[src/hw/clksm_pkg.sv]
// Constants for the clock select and monitor block: register map,
// field positions, reset values and detector figures.
// Assumes a 32-bit AXI4-Lite register bus and a single system clock.

package clksm_pkg;

  // ************************************************************
  // Register map (byte addresses)
  // ************************************************************
  localparam int CLKSM_ADDR_W = 4;
  localparam logic [3:0] CLKSM_OFF_CTRL = 4'h0;
  localparam logic [3:0] CLKSM_OFF_STATUS = 4'h4;
  localparam logic [3:0] CLKSM_OFF_IRQ_STATUS = 4'h8;
  localparam logic [3:0] CLKSM_OFF_IRQ_MASK = 4'hc;

  // ************************************************************
  // Control register fields
  // ************************************************************
  localparam int CLKSM_CTRL_SEL_EXT = 0;
  localparam int CLKSM_CTRL_EXT_GEN_ON = 1;
  localparam int CLKSM_CTRL_INT_GEN_ON = 2;
  localparam int CLKSM_CTRL_MONITOR_ON = 3;
  localparam int CLKSM_CTRL_MONITOR_IRQ_ENABLE = 4;
  localparam logic [4:0] CLKSM_CTRL_RESET = 5'h04;

  // ************************************************************
  // Status register fields
  // ************************************************************
  localparam int CLKSM_ST_EXT_STABLE = 0;
  localparam int CLKSM_ST_INT_STABLE = 1;
  localparam int CLKSM_ST_EXT_INACTIVE = 2;
  localparam int CLKSM_ST_INT_INACTIVE = 3;
  localparam int CLKSM_ST_EXT_SIDE = 4;
  localparam int CLKSM_ST_INT_SIDE = 5;

  // ************************************************************
  // Interrupt status and mask fields
  // ************************************************************
  localparam int CLKSM_IRQ_W = 4;
  localparam int CLKSM_IRQ_MONITOR_FLAG = 0;
  localparam int CLKSM_IRQ_EXT_STABLE = 1;
  localparam int CLKSM_IRQ_EXT_INACTIVE = 2;
  localparam int CLKSM_IRQ_INT_INACTIVE = 3;
  localparam logic [3:0] CLKSM_IRQ_MASK_RESET = 4'h0;

  // ************************************************************
  // Detector figures and bus answers
  // ************************************************************
  localparam int CLKSM_STAB_CYCLES = 4096;
  localparam logic [1:0] CLKSM_MISS_LIMIT = 2'h2;
  localparam int CLKSM_SYNC_STAGES = 3;
  localparam logic [1:0] CLKSM_RESP_OKAY = 2'h0;
  localparam logic [1:0] CLKSM_RESP_SLVERR = 2'h2;

endpackage

[src/hw/clksm_top.sv]
// Clock select and monitor: glitch-free source switch, divide by two,
// activity detectors, external stabilisation and gated control bits.
// Assumes all clock pins are sampled by i_clk at 40 MHz, so each
// source must stay well below a quarter of that rate to be seen.
`timescale 1ns/1ps
`default_nettype none

module clksm_top
  import clksm_pkg::*;
#(
  parameter int STAB_COUNT = CLKSM_STAB_CYCLES
) (
  input wire logic i_clk,
  input wire logic i_reset_n,
  // Clock sources, references and frequency status, all asynchronous pins
  input wire logic i_external_clock,
  input wire logic i_internal_clock,
  input wire logic i_internal_reference,
  input wire logic i_external_reference,
  input wire logic i_int_base_clock,
  input wire logic i_int_freq_ok,
  // Clock outputs, generator enables and interrupt
  output logic o_osc_out_clock,
  output logic o_gen_out_clock,
  output logic o_ext_gen_on,
  output logic o_int_gen_on,
  output logic o_irq,
  // AXI4-Lite slave
  input wire logic [CLKSM_ADDR_W-1:0] i_s_axi_awaddr,
  input wire logic i_s_axi_awvalid,
  output logic o_s_axi_awready,
  input wire logic [31:0] i_s_axi_wdata,
  input wire logic [3:0] i_s_axi_wstrb,
  input wire logic i_s_axi_wvalid,
  output logic o_s_axi_wready,
  output logic [1:0] o_s_axi_bresp,
  output logic o_s_axi_bvalid,
  input wire logic i_s_axi_bready,
  input wire logic [CLKSM_ADDR_W-1:0] i_s_axi_araddr,
  input wire logic i_s_axi_arvalid,
  output logic o_s_axi_arready,
  output logic [31:0] o_s_axi_rdata,
  output logic [1:0] o_s_axi_rresp,
  output logic o_s_axi_rvalid,
  input wire logic i_s_axi_rready
);

  localparam int CW = $clog2(STAB_COUNT);

  // Stabilisation count must be a power of two for the tick divider
  if (STAB_COUNT < 2 || (STAB_COUNT & (STAB_COUNT - 1)) != 0)
  begin : g_check
    $error("STAB_COUNT must be a power of two of at least two");
  end

  // ************************************************************
  // Pin synchronisers
  // ************************************************************
  logic [5:0] pin_raw; // Raw pins, one per synchroniser
  logic [5:0] pin_lvl; // Settled levels
  logic [5:0] pin_rise; // Rising edge pulses
  logic [5:0] pin_fall; // Falling edge pulses

  assign pin_raw = {i_int_freq_ok, i_int_base_clock, i_external_reference,
                    i_internal_reference, i_internal_clock,
                    i_external_clock};

  for (genvar g = 0; g < 6; g++) begin : g_sync
    clksm_sync #(
      .STAGES(CLKSM_SYNC_STAGES)
    ) u_sync (
      .i_clk(i_clk),
      .i_reset_n(i_reset_n),
      .i_async(pin_raw[g]),
      .o_level(pin_lvl[g]),
      .o_rise(pin_rise[g]),
      .o_fall(pin_fall[g])
    );
  end

  // ************************************************************
  // Control and status state
  // ************************************************************
  logic sel_ext; // Clock source select, one picks external
  logic ext_req; // Software request for the external generator
  logic int_req; // Software request for the internal generator
  logic monitor_on; // Clock monitor enable
  logic monitor_irq_enable; // Monitor interrupt enable
  logic ext_stable; // External stable flag
  logic int_stable; // Internal stable flag
  logic [1:0] inactive; // [0] external, [1] internal inactive flag
  logic [1:0] seen; // Edge seen in the current low reference phase
  logic [1:0] miss [2]; // Consecutive missed low phases
  logic [CW-1:0] stab_cnt; // Stabilisation divider on external edges
  logic [CLKSM_IRQ_W-1:0] irq_status; // Sticky event bits
  logic [CLKSM_IRQ_W-1:0] irq_mask; // Interrupt mask
  logic ext_s1, ext_s2; // External side of the switch
  logic int_s1, int_s2; // Internal side of the switch
  logic osc_prev; // Oscillator output one cycle ago

  // Detector inputs: edge under test and reference phase per side
  logic [1:0] det_edge;
  logic [1:0] det_ref_low;
  logic [1:0] det_ref_rise;
  assign det_edge = {pin_fall[4], pin_fall[0]};
  assign det_ref_low = {~pin_lvl[3], ~pin_lvl[2]};
  assign det_ref_rise = {pin_rise[3], pin_rise[2]};

  // ************************************************************
  // Activity detectors (index 0 external, index 1 internal)
  // ************************************************************
  always_ff @(posedge i_clk or negedge i_reset_n) begin
    if (!i_reset_n) begin
      inactive <= 2'b00;
      seen <= 2'b00;
      miss[0] <= 2'h0;
      miss[1] <= 2'h0;
    end else begin
      for (int d = 0; d < 2; d++) begin
        if (det_edge[d] && det_ref_low[d]) begin
          // Edge while the reference is low clears the indicator
          seen[d] <= 1'b1;
          inactive[d] <= 1'b0;
          miss[d] <= 2'h0;
        end else if (det_ref_rise[d]) begin
          // End of a low phase: count it if it held no edge
          seen[d] <= 1'b0;
          if (seen[d]) begin
            miss[d] <= 2'h0;
          end else if (miss[d] == CLKSM_MISS_LIMIT - 2'h1) begin
            miss[d] <= CLKSM_MISS_LIMIT;
            inactive[d] <= 1'b1;
          end else if (miss[d] != CLKSM_MISS_LIMIT) begin
            miss[d] <= miss[d] + 2'h1;
          end
        end
      end
    end
  end

  // ************************************************************
  // External stabilisation divider and stable flag
  // ************************************************************
  // Divider restarts whenever the generator is off or the clock was
  // lost, so a recovered crystal waits the full count again.
  always_ff @(posedge i_clk or negedge i_reset_n) begin
    if (!i_reset_n) begin
      stab_cnt <= '0;
      ext_stable <= 1'b0;
    end else if (!o_ext_gen_on || inactive[0]) begin
      stab_cnt <= '0;
      ext_stable <= 1'b0;
    end else if (pin_fall[0]) begin
      stab_cnt <= stab_cnt + CW'(1);
      // Tick falls when the divider wraps after the full count
      if (stab_cnt == CW'(STAB_COUNT - 1)) begin
        ext_stable <= 1'b1;
      end
    end
  end

  // Internal stable flag follows the frequency loop measurement
  always_ff @(posedge i_clk or negedge i_reset_n) begin
    if (!i_reset_n) begin
      int_stable <= 1'b0;
    end else begin
      int_stable <= o_int_gen_on & pin_lvl[5] & ~inactive[1];
    end
  end

  // ************************************************************
  // Bus write channel
  // ************************************************************
  logic aw_held; // Write address captured
  logic w_held; // Write data captured
  logic [CLKSM_ADDR_W-1:0] aw_addr; // Captured write address
  logic [31:0] w_data; // Captured write data
  logic [3:0] w_strb; // Captured byte enables
  logic wr_fire; // Register write happens this cycle
  logic wr_ctrl; // Write hits the control register low byte
  logic wr_mask; // Write hits the mask register low byte
  logic wr_hit; // Write address is mapped

  assign o_s_axi_awready = ~aw_held & ~o_s_axi_bvalid;
  assign o_s_axi_wready = ~w_held & ~o_s_axi_bvalid;
  assign wr_fire = aw_held & w_held & ~o_s_axi_bvalid;
  assign wr_hit = (aw_addr == CLKSM_OFF_CTRL) ||
                  (aw_addr == CLKSM_OFF_STATUS) ||
                  (aw_addr == CLKSM_OFF_IRQ_STATUS) ||
                  (aw_addr == CLKSM_OFF_IRQ_MASK);
  assign wr_ctrl = wr_fire & w_strb[0] & (aw_addr == CLKSM_OFF_CTRL);
  assign wr_mask = wr_fire & w_strb[0] & (aw_addr == CLKSM_OFF_IRQ_MASK);

  // Address and data are taken in either order, then answered
  always_ff @(posedge i_clk or negedge i_reset_n) begin
    if (!i_reset_n) begin
      aw_held <= 1'b0;
      w_held <= 1'b0;
      aw_addr <= '0;
      w_data <= 32'h0;
      w_strb <= 4'h0;
      o_s_axi_bvalid <= 1'b0;
      o_s_axi_bresp <= CLKSM_RESP_OKAY;
    end else begin
      if (i_s_axi_awvalid && o_s_axi_awready) begin
        aw_held <= 1'b1;
        aw_addr <= i_s_axi_awaddr;
      end
      if (i_s_axi_wvalid && o_s_axi_wready) begin
        w_held <= 1'b1;
        w_data <= i_s_axi_wdata;
        w_strb <= i_s_axi_wstrb;
      end
      if (wr_fire) begin
        aw_held <= 1'b0;
        w_held <= 1'b0;
        o_s_axi_bvalid <= 1'b1;
        o_s_axi_bresp <= wr_hit ? CLKSM_RESP_OKAY : CLKSM_RESP_SLVERR;
      end else if (o_s_axi_bvalid && i_s_axi_bready) begin
        o_s_axi_bvalid <= 1'b0;
      end
    end
  end

  // ************************************************************
  // Control register with its gated bits
  // ************************************************************
  logic force_int; // Monitor forces the internal clock
  logic force_ext; // Monitor forces the external clock
  logic want_ext; // Requested new select value
  logic all_ready; // Both generators on and both stable
  assign force_int = monitor_on & inactive[0] & sel_ext;
  assign force_ext = monitor_on & inactive[1] & ~sel_ext;
  assign want_ext = w_data[CLKSM_CTRL_SEL_EXT];
  assign all_ready = o_ext_gen_on & o_int_gen_on & ext_stable & int_stable;

  always_ff @(posedge i_clk or negedge i_reset_n) begin
    if (!i_reset_n) begin
      sel_ext <= CLKSM_CTRL_RESET[CLKSM_CTRL_SEL_EXT];
      ext_req <= CLKSM_CTRL_RESET[CLKSM_CTRL_EXT_GEN_ON];
      int_req <= CLKSM_CTRL_RESET[CLKSM_CTRL_INT_GEN_ON];
      monitor_on <= CLKSM_CTRL_RESET[CLKSM_CTRL_MONITOR_ON];
      monitor_irq_enable <= CLKSM_CTRL_RESET[CLKSM_CTRL_MONITOR_IRQ_ENABLE];
    end else begin
      // A forced switch overrides any software select in that cycle
      if (force_int) begin
        sel_ext <= 1'b0;
      end else if (force_ext) begin
        sel_ext <= 1'b1;
      end else if (wr_ctrl && want_ext != sel_ext &&
                   o_ext_gen_on && o_int_gen_on &&
                   (want_ext ? ext_stable : int_stable)) begin
        sel_ext <= want_ext;
      end
      if (wr_ctrl) begin
        ext_req <= w_data[CLKSM_CTRL_EXT_GEN_ON];
        int_req <= w_data[CLKSM_CTRL_INT_GEN_ON];
        // Clearing is always allowed; setting needs everything ready
        if (!w_data[CLKSM_CTRL_MONITOR_ON] || all_ready) begin
          monitor_on <= w_data[CLKSM_CTRL_MONITOR_ON];
        end
        // Uses the old monitor bit, so a joint write while the monitor is off leaves it clear
        if (!w_data[CLKSM_CTRL_MONITOR_IRQ_ENABLE] || monitor_on) begin
          monitor_irq_enable <= w_data[CLKSM_CTRL_MONITOR_IRQ_ENABLE];
        end
      end
    end
  end

  // Generator enables: the selected one stays on until deselected
  always_ff @(posedge i_clk or negedge i_reset_n) begin
    if (!i_reset_n) begin
      o_ext_gen_on <= CLKSM_CTRL_RESET[CLKSM_CTRL_EXT_GEN_ON];
      o_int_gen_on <= CLKSM_CTRL_RESET[CLKSM_CTRL_INT_GEN_ON];
    end else begin
      o_ext_gen_on <= ext_req | sel_ext;
      o_int_gen_on <= int_req | ~sel_ext;
    end
  end

  // ************************************************************
  // Glitch-free switch
  // ************************************************************
  // Each side's two stages advance only on a falling edge of its own
  // clock, so the enable changes while that clock is low.
  always_ff @(posedge i_clk or negedge i_reset_n) begin
    if (!i_reset_n) begin
      ext_s1 <= 1'b0;
      ext_s2 <= 1'b0;
      int_s1 <= 1'b1;
      int_s2 <= 1'b1;
    end else begin
      // A dead clock cannot step its side, so it is cleared directly
      if (monitor_on && inactive[0]) begin
        ext_s1 <= 1'b0;
        ext_s2 <= 1'b0;
      end else if (pin_fall[0]) begin
        ext_s1 <= sel_ext & ~int_s2;
        ext_s2 <= ext_s1;
      end
      if (monitor_on && inactive[1]) begin
        int_s1 <= 1'b0;
        int_s2 <= 1'b0;
      end else if (pin_fall[1]) begin
        int_s1 <= ~sel_ext & ~ext_s2;
        int_s2 <= int_s1;
      end
    end
  end

  // ************************************************************
  // Clock outputs
  // ************************************************************
  always_ff @(posedge i_clk or negedge i_reset_n) begin
    if (!i_reset_n) begin
      o_osc_out_clock <= 1'b0;
      osc_prev <= 1'b0;
      o_gen_out_clock <= 1'b0;
    end else begin
      // Output is low while neither side holds the switch
      o_osc_out_clock <= (pin_lvl[0] & ext_s2) |
                         (pin_lvl[1] & int_s2);
      osc_prev <= o_osc_out_clock;
      if (o_osc_out_clock && !osc_prev) begin
        o_gen_out_clock <= ~o_gen_out_clock;
      end
    end
  end

  // ************************************************************
  // Bus read channel
  // ************************************************************
  logic rd_status_clr; // Read of the interrupt status this cycle
  logic [31:0] rd_word; // Word selected by the read address
  logic rd_hit; // Read address is mapped

  assign o_s_axi_arready = ~o_s_axi_rvalid;
  assign rd_status_clr = i_s_axi_arvalid & o_s_axi_arready &
                         (i_s_axi_araddr == CLKSM_OFF_IRQ_STATUS);

  // Read mux over the four words
  always_comb begin
    rd_word = 32'h0;
    rd_hit = 1'b1;
    case (i_s_axi_araddr)
      CLKSM_OFF_CTRL: begin
        rd_word[CLKSM_CTRL_SEL_EXT] = sel_ext;
        rd_word[CLKSM_CTRL_EXT_GEN_ON] = o_ext_gen_on;
        rd_word[CLKSM_CTRL_INT_GEN_ON] = o_int_gen_on;
        rd_word[CLKSM_CTRL_MONITOR_ON] = monitor_on;
        rd_word[CLKSM_CTRL_MONITOR_IRQ_ENABLE] = monitor_irq_enable;
      end
      CLKSM_OFF_STATUS: begin
        rd_word[CLKSM_ST_EXT_STABLE] = ext_stable;
        rd_word[CLKSM_ST_INT_STABLE] = int_stable;
        rd_word[CLKSM_ST_EXT_INACTIVE] = inactive[0];
        rd_word[CLKSM_ST_INT_INACTIVE] = inactive[1];
        rd_word[CLKSM_ST_EXT_SIDE] = ext_s2;
        rd_word[CLKSM_ST_INT_SIDE] = int_s2;
      end
      CLKSM_OFF_IRQ_STATUS: begin
        rd_word[CLKSM_IRQ_W-1:0] = irq_status;
      end
      CLKSM_OFF_IRQ_MASK: begin
        rd_word[CLKSM_IRQ_W-1:0] = irq_mask;
      end
      default: begin
        rd_hit = 1'b0;
      end
    endcase
  end

  // Answer one cycle after the address is taken
  always_ff @(posedge i_clk or negedge i_reset_n) begin
    if (!i_reset_n) begin
      o_s_axi_rvalid <= 1'b0;
      o_s_axi_rdata <= 32'h0;
      o_s_axi_rresp <= CLKSM_RESP_OKAY;
    end else if (i_s_axi_arvalid && o_s_axi_arready) begin
      o_s_axi_rvalid <= 1'b1;
      o_s_axi_rdata <= rd_word;
      o_s_axi_rresp <= rd_hit ? CLKSM_RESP_OKAY : CLKSM_RESP_SLVERR;
    end else if (o_s_axi_rvalid && i_s_axi_rready) begin
      o_s_axi_rvalid <= 1'b0;
    end
  end

  // ************************************************************
  // Interrupts
  // ************************************************************
  logic [1:0] inactive_prev; // For rising detection of inactivity
  logic ext_stable_prev; // For rising detection of stability
  logic [CLKSM_IRQ_W-1:0] irq_event; // Events of this cycle
  logic [CLKSM_IRQ_W-1:0] irq_gate; // Mask, with monitor enable on bit 0

  always_comb begin
    irq_event = '0;
    irq_event[CLKSM_IRQ_MONITOR_FLAG] = force_int | force_ext;
    irq_event[CLKSM_IRQ_EXT_STABLE] = ext_stable & ~ext_stable_prev;
    irq_event[CLKSM_IRQ_EXT_INACTIVE] = inactive[0] & ~inactive_prev[0];
    irq_event[CLKSM_IRQ_INT_INACTIVE] = inactive[1] & ~inactive_prev[1];
    irq_gate = irq_mask;
    irq_gate[CLKSM_IRQ_MONITOR_FLAG] = irq_mask[CLKSM_IRQ_MONITOR_FLAG] &
                                       monitor_irq_enable;
  end

  // Sticky bits; a new event beats the clear of a read
  always_ff @(posedge i_clk or negedge i_reset_n) begin
    if (!i_reset_n) begin
      irq_status <= '0;
      irq_mask <= CLKSM_IRQ_MASK_RESET;
      inactive_prev <= 2'b00;
      ext_stable_prev <= 1'b0;
      o_irq <= 1'b0;
    end else begin
      inactive_prev <= inactive;
      ext_stable_prev <= ext_stable;
      irq_status <= (rd_status_clr ? '0 : irq_status) | irq_event;
      if (wr_mask) begin
        irq_mask <= w_data[CLKSM_IRQ_W-1:0];
      end
      o_irq <= |(irq_status & irq_gate);
    end
  end

endmodule
`default_nettype wire

[src/hw/clksm_sync.sv]
// Pin synchroniser with a debounced level and edge pulses.
// Assumes i_async is unrelated to i_clk; outputs lag it a few cycles.
`timescale 1ns/1ps
`default_nettype none

module clksm_sync #(
  parameter int STAGES = 3
) (
  input wire logic i_clk,
  input wire logic i_reset_n,
  input wire logic i_async,
  output logic o_level,
  output logic o_rise,
  output logic o_fall
);

  // Sampling chain; only stage 0 sees the raw pin
  logic [STAGES-1:0] chain;

  // Refuse chains too short to hold a two-stage agreement
  if (STAGES < 3) begin : g_check
    $error("clksm_sync needs at least three stages");
  end

  // ************************************************************
  // Sampling chain
  // ************************************************************
  always_ff @(posedge i_clk or negedge i_reset_n) begin
    if (!i_reset_n) begin
      chain <= '0;
    end else begin
      chain <= {chain[STAGES-2:0], i_async};
    end
  end

  // ************************************************************
  // Level update once the last two stages agree
  // ************************************************************
  always_ff @(posedge i_clk or negedge i_reset_n) begin
    if (!i_reset_n) begin
      o_level <= 1'b0;
      o_rise <= 1'b0;
      o_fall <= 1'b0;
    end else if (chain[STAGES-1] == chain[STAGES-2] &&
                 chain[STAGES-1] != o_level) begin
      // Agreement on a new value: one edge pulse
      o_level <= chain[STAGES-1];
      o_rise <= chain[STAGES-1];
      o_fall <= ~chain[STAGES-1];
    end else begin
      o_rise <= 1'b0;
      o_fall <= 1'b0;
    end
  end

endmodule
`default_nettype wire

[config.mk]
export PLATFORM = sky130hd
export DESIGN_NAME = clksm_top
export DESIGN_NICKNAME = d
export VERILOG_FILES = /design/src/hw/clksm_pkg.sv /design/src/hw/clksm_top.sv /design/src/hw/clksm_sync.sv
export SDC_FILE = /design/constraint.sdc
export NUM_CORES = 1
export LEC_CHECK = 0
export BUFFER_PORTS_ARGS = -buffer_cell sky130_fd_sc_hd__buf_4
export CAP_MARGIN = 20
export CORE_ASPECT_RATIO = 1.5
export CORE_MARGIN = 3
export CORE_UTILIZATION = 35
export CTS_CLUSTER_DIAMETER = 80
export DETAILED_ROUTE_END_ITERATION = 8
export GPL_TIMING_DRIVEN = 0
export PLACE_DENSITY_LB_ADDON = 0.25
export SYNTH_ARGS = -nofsm -noshare
export SYNTH_HDL_FRONTEND = slang
export SYNTH_SLANG_ARGS = --single-unit
export TNS_END_PERCENT = 1
[constraint.sdc]
create_clock -name i_clk -period 5.1 [get_ports i_clk]
set_input_delay 1.02 -clock i_clk [delete_from_list [all_inputs] [get_ports i_clk]]
set_output_delay 1.02 -clock i_clk [all_outputs]
set_load 0.02 [all_outputs]
==> results of run 1 <==
## report_power, final
part,leakage (nW),internal [mW],switching (mW),total (mW)
Combinational,0.983,0.247,0.246,0.493
Clock,0.134,0.376,0.275,0.651
Sequential,1.24,0.936,0.123,1.06
## synth_stat cells, drive strengths merged (8+ instances only)
cell     n  area (sq um)
clkbuf  10         37.54
nand2   19         71.32
o21ai   13         65.06
mux2    17         198.9
a22o     8         70.07
buf     29         215.2
a21oi   15         75.07
inv     18         67.56
dfrtp   95          2377
nor2    15         56.30
## per-layer routing
metal	GRT usage	routed length, um
met5	0	0
met4	0.05847	169
met3	0.02955	412
met2	0.2023	3921
met1	0.1573	3274
## state kept, by name, summed over array words and instances, names as in the netlist, 2 cells and up
signal / flops
aw_addr: 4
g_sync.u_sync.o_fall: 3
inactive_prev: 2
seen: 2
stab_cnt: 12
irq_mask: 4
miss: 4
inactive: 2
o_s_axi_rdata: 6
w_data: 5
g_sync.u_sync.chain: 18
g_sync.u_sync.o_level: 6
g_sync.u_sync.o_rise: 2
irq_status: 4
## kinds of logic after synthesis
| kind of cell | count (synthesis) | synth area share |
|---|---|---|
| XOR/XNOR | 5 | 0.01042 |
| adder cells (fa/ha/maj) | 9 | 0.02442 |
| AND/OR/NAND/NOR | 91 | 0.1281 |
| flip-flops | 99 | 0.5908 |
| AO/OA/AOI/OAI | 57 | 0.08845 |
| other | 1 | 0.0008925 |
| buffers and inverters | 57 | 0.07623 |
| multiplexers | 26 | 0.08070 |
## final cells by class
class	count	share of cell area
well taps	150	0.03667
plain buffers	39	0.04939
inverters	18	0.01320
flip-flops and latches	99	0.4851
repair buffers	43	0.06699
clock buffers	10	0.04474
multi-input cells	216	0.2932
clock inverters	5	0.01076
## through the flow
stage               utilization  setup slack, ns
CTS                      0.4392            2.948
finish                   0.4392            2.974
floorplan                     -            2.985
global route             0.4392            2.899
global placement         0.4125            2.723
detailed placement       0.4148            2.717
## final timing paths
check	startpoint	end
setup / recovery	o_s_axi_bvalid	o_s_axi_wready
hold / removal	g_sync[3].u_sync.chain[0]	g_sync[3].u_sync.chain[1]
setup reg to reg	o_s_axi_bvalid	sel_ext
hold reg to reg	g_sync[3].u_sync.chain[0]	g_sync[3].u_sync.chain[1]
max in group asynchronous	i_reset_n	o_int_gen_on
min in group asynchronous	i_reset_n	o_gen_out_clock
==> impl_metrics.toml, run 1 <==
[clock_tree]
clk_pin_slew_ns = 0.06
cts_buffers = 9
postCtsSetupBuffers = 0
clkLatencyLatePin_ns = 0.34
cts_tree = "yes"
htree_levels = 3
postCtsHoldBufs = 0
clock-sinks = 99
post_cts_resized = 0
clockBufferDepth = 2
cts_root_buf = "clkbuf_16"

[route]
finalWirelength_um = 7778
viasPerCell = 4.722
vias = 2739
drtAntennaViolNets = 0
drc = 0
wl_per_cell_um = 13.41
dr.first_iter.drc_count = 123
drt_pre_antenna_iters = 4

[synthesis]
ys_seq_area_frac = 0.5908
synth_area_sq_mm = 0.004202
yosysWarningCount = 0
synth_edf_count = 0
synth-main-ff-cell = "dfrtp_1"
synthCells = 345
synth-seq-cells = 99
synthArstFlopShare = 1.000
syn_area_per_cell_sq_um = 12.18
synth_cell_types = 53

[timing]
setup-tns-final_ns = 0
fin_worst_skew_ns = 0.006331
min_period_ns = 2.126
rsz0062_at_grt = "no"
finalCritPeriodShare = 0.4168
clock.fmax_ghz = 0.4704
whs_ns = 0.3480
relSlewSlack = 0.4127
worst_pin_slew_ns = 0.8686
hold_viol_final = 0
drv_slew = 0
setup_viol = 0

[power]
p_per_area_mw_per_mm2 = 430.6
p_total_mw = 2.204
ir_drop_mv = 0.2650
p_leak_nw = 2.359

[worst_setup_path]
cpPeakStageDelay_ns = 0.44
crit_fanout = 7
criticalPathCategory = "reg2out"
cp_cell_sequence = "nor2_1 -> buf_4"
start_kind = "register"
reg2reg_slack_ns = 3.36
path_buf_inv = 1
critPathArrivalTime_ns = 1.11
end_kind = "primary output"
cp_num_cells = 2
crit_slowest_cell = "dfrtp_1"
r2r.worst_path.cells = 3
crit_family = "flip-flops"
cp.required_ns = 4.08

[cells_and_area]
stdcell_count = 580
seq_area_sq_mm = 0.002482
final_cell_mix = "dfrtp_1, buf_4, conb_1"
fillers = 1106
final_common_cell = "dfrtp_1"
stdcell_area_sq_mm = 0.005117
nets = 488
final_layout_size_suffix_gt1_frac = 0.2744
diodes = 0
area_delta_synth_final_pct = 21.80
multi_input_area_sq_mm = 0.001500

[die]
die_h_um = 140.2
ioPinCount = 103
die_w_um = 95.46
fp.dieArea_sq_mm = 0.01338
rows = 48
start_util = 0.3606
core_area_sq_mm = 0.01165

[placement]
gp_congestion = 0.7586
dpl.cell_count = 565
dp_hpwl_um = 5683
io_buffers = 42
place_area_sq_mm = 0.004833

[global_routing]
grt_pass1_wl_um = 13020
grt_use_total = 0.1254
grt_pass1_vias = 2684
grt_overflow = 0
grt_max_degree = 51
antenna_found_initial = 0

[hold_path]
hold_path_class = "reg2reg"
holdPathStages = 0

[flow_run]
max-cap-violations = 0

[status]
status = "finished clean"
No activity file was read; power rests on OpenSTA's default activity.
==> run 2: changes to the inputs <==
--- a/config.mk
+++ b/config.mk
@@ -5,6 +5,7 @@
 export SDC_FILE = /design/constraint.sdc
 export NUM_CORES = 1
 export LEC_CHECK = 0
+export ABC_AREA = 1
 export BUFFER_PORTS_ARGS = -buffer_cell sky130_fd_sc_hd__buf_4
 export CAP_MARGIN = 20
 export CORE_ASPECT_RATIO = 1.5
==> constraint.sdc (replaced) <==
create_clock -name i_clk -period 1.79 [get_ports i_clk]
set_input_delay 0.358 -clock i_clk [delete_from_list [all_inputs] [get_ports i_clk]]
set_output_delay 0.358 -clock i_clk [all_outputs]
set_load 0.02 [all_outputs]
==> run 2 against run 1 <==
- worst setup slack got worse by 2.6 ns
- synthesized area rose by 0.18%
- cell area rose by 0.98%
- largest cell class unchanged
- global-route usage rose by 0.75 points
- core utilization rose by 0.43 points
- non-clock buffer count did not move
- sequential power rose to 2.9 times the previous value
- critical endpoint is now irq_mask[1]
- total power rose to 3.0 times the previous value
- wire length rose by 5.1%
- via count rose by 11%
- register-to-register slack got worse by 3.0 ns
==> impl_metrics.toml, run 2 <==
[status]
status = "finished clean"

[synthesis]
synthArstFlopShare = 1.000
synth.top_cells.by_count = "dfrtp_1, nand2_1, inv_1, nor2_1, nand3_1"
netlist.area_leader.share = 0.5648
synth_area_sq_mm = 0.004209
yosysTopAreaCell = "dfrtp_1"
synth_cell_types = 31
synth-seq-cells = 99
synthCells = 444
ys_top_cells_by_area = "dfrtp_1, nand2_1, buf_4"
ys_seq_area_frac = 0.5898
yosysWarningCount = 0
yosysMostFrequentCell = "dfrtp_1"
syn_area_per_cell_sq_um = 9.480
synth_edf_count = 0
synth-main-ff-cell = "dfrtp_1"

[route]
vias = 3036
finalWirelength_um = 8172
routed.top_layer = "met4"
wl_met1_um = 3412
drtAntennaViolNets = 0
wl_per_cell_um = 11.96
drt_pre_antenna_iters = 4
drc = 0
wl_met2_um = 4180
wl_met3_um = 419
dr.first_iter.drc_count = 189
viasPerCell = 4.445

[global_routing]
grt_use_total = 0.1329
grt_pass1_wl_um = 14080
grt_max_degree = 64
grt_overflow = 0
grt_pass1_vias = 3013
antenna_found_initial = 0

[flow_run]
max-cap-violations = 0

[timing]
setup-tns-final_ns = 0
finalCritPeriodShare = 0.8084
relSlewSlack = 0.6666
rsz0062_at_grt = "no"
setup_viol = 0
hold_viol_final = 0
clock.fmax_ghz = 0.6910
fin_worst_skew_ns = 0.003887
min_period_ns = 1.447
worst_pin_slew_ns = 0.5001
drv_slew = 0

[die]
fp.dieArea_sq_mm = 0.01340
ioPinCount = 103
die_h_um = 140.3
core_area_sq_mm = 0.01165
die_w_um = 95.54
start_util = 0.3613
rows = 48

[clock_tree]
clkLatencyLatePin_ns = 0.34
htree_levels = 3
clock-sinks = 99
cts_root_buf = "clkbuf_16"
post_cts_resized = 0
clk_pin_slew_ns = 0.07
cts_tree = "yes"
clockBufferDepth = 2
cts_buffers = 9

[worst_setup_path]
critPathArrivalTime_ns = 1.67
cpPeakStageDelay_ns = 0.41
crit_fanout = 8
cp.required_ns = 2.01
end_kind = "register"
criticalPathCategory = "reg2reg"
cp_cell_sequence = "inv_1 -> nand4_2 -> or2_0 -> buf_2 -> nand2_1 -> o21ai_2"
start_kind = "register"
crit_slowest_cell = "dfrtp_1"

[cells_and_area]
final_common_cell = "dfrtp_1"
largest_reg_flops = 18
final_layout_size_suffix_gt1_frac = 0.2158
final_cell_mix = "dfrtp_1, nand2_1, buf_4"
stdcell_count = 683
area_delta_synth_final_pct = 22.77
diodes = 0
regMostFlops = "g_sync.u_sync.chain"
largestRegisters = "g_sync.u_sync.chain: 18 flops, stab_cnt: 12 flops"
nets = 590
fillers = 1140

[power]
p_total_mw = 6.517
ir_drop_mv = 0.4898
p_leak_nw = 2.595
p_per_area_mw_per_mm2 = 1261

[placement]
gp_congestion = 0.7750
io_buffers = 44
dpl.cell_count = 666
dp_hpwl_um = 6073

[hold_path]
hold_path_class = "in2reg"
## run 2: routing by layer
| metal | vias to the layer above | global-route usage |
|---|---|---|
| met5 | - | 0 |
| met4 | 0 | 0.05097 |
| met3 | 16 | 0.02955 |
| met2 | 68 | 0.2287 |
| met1 | 1411 | 0.1586 |
| li1 | 1541 | - |
## run 2: timing repair
| action | CTS | global route |
|---|---|---|
| hold buffers | 1 | 0 |
| setup endpoints to repair | 0 | 0 |
| setup buffers | 0 | 0 |
| hold endpoints to repair | 2 | 0 |
## run 2: layout make-up
class	count	area (sq um)	area share
Inverter	47	176.4	0.03414
Clock buffer	9	225.2	0.04358
Sequential cell	99	2482	0.4804
Buffer	36	252.7	0.04891
Timing Repair Buffer	46	367.9	0.07119
Tap cell	150	187.7	0.03632
Clock inverter	7	76.32	0.01477
Multi-Input combinational cell	289	1399	0.2707
## run 2: through the flow
| stage | setup slack [ns] | area (sq um) | hold slack (ns) | utilization |
|---|---|---|---|---|
| 2_1_floorplan | 0.2515 | 4310 | 0.06241 | - |
| 3_3_place_gp | 0.2961 | 4828 | 0.3330 | 0.4144 |
| 3_5_place_dp | 0.3260 | 4856 | 0.3358 | 0.4168 |
| 4_1_cts | 0.3155 | 5167 | 0.1079 | 0.4435 |
| 5_1_grt | 0.1729 | 5167 | 0.1062 | 0.4435 |
| 6_report | 0.3429 | 5167 | 0.1227 | 0.4435 |
## run 2: final timing paths
check	startpoint	cells past startpoint	slack [ns]	end
setup / recovery	o_s_axi_bvalid	6	0.34	irq_mask[1]
hold / removal	i_int_base_clock	1	0.12	g_sync[4].u_sync.chain[0]
setup reg to reg	o_s_axi_bvalid	6	0.34	irq_mask[1]
hold reg to reg	g_sync[2].u_sync.chain[0]	0	0.35	g_sync[2].u_sync.chain[1]
max in group asynchronous	i_reset_n	3	0.54	int_s1
min in group asynchronous	i_reset_n	2	0.53	stab_cnt[6]
## run 2: kinds of logic after synthesis
logic type | after synthesis | synth area share
simple gates | 188 | 0.1932
flops | 99 | 0.5898
buf+inv | 83 | 0.1020
compound gates | 59 | 0.07581
fa+ha+maj | 6 | 0.01724
mux | 6 | 0.01694
xor+xnor | 2 | 0.004162
other cells | 1 | 0.0008909
## run 2: critical path, delay by kind of cell (launching register included)
kind            cells  cell delay [ns]
flops               1             0.41
buf+inv             2             0.31
compound gates      1             0.05
simple gates        3             0.56
## run 2: power by group
group	internal [mW]	total, mW	leakage [nW]	switching [mW]
registers	2.75	3.10	1.23	0.354
logic	0.610	1.47	1.22	0.861
clock network	1.09	1.94	0.142	0.850
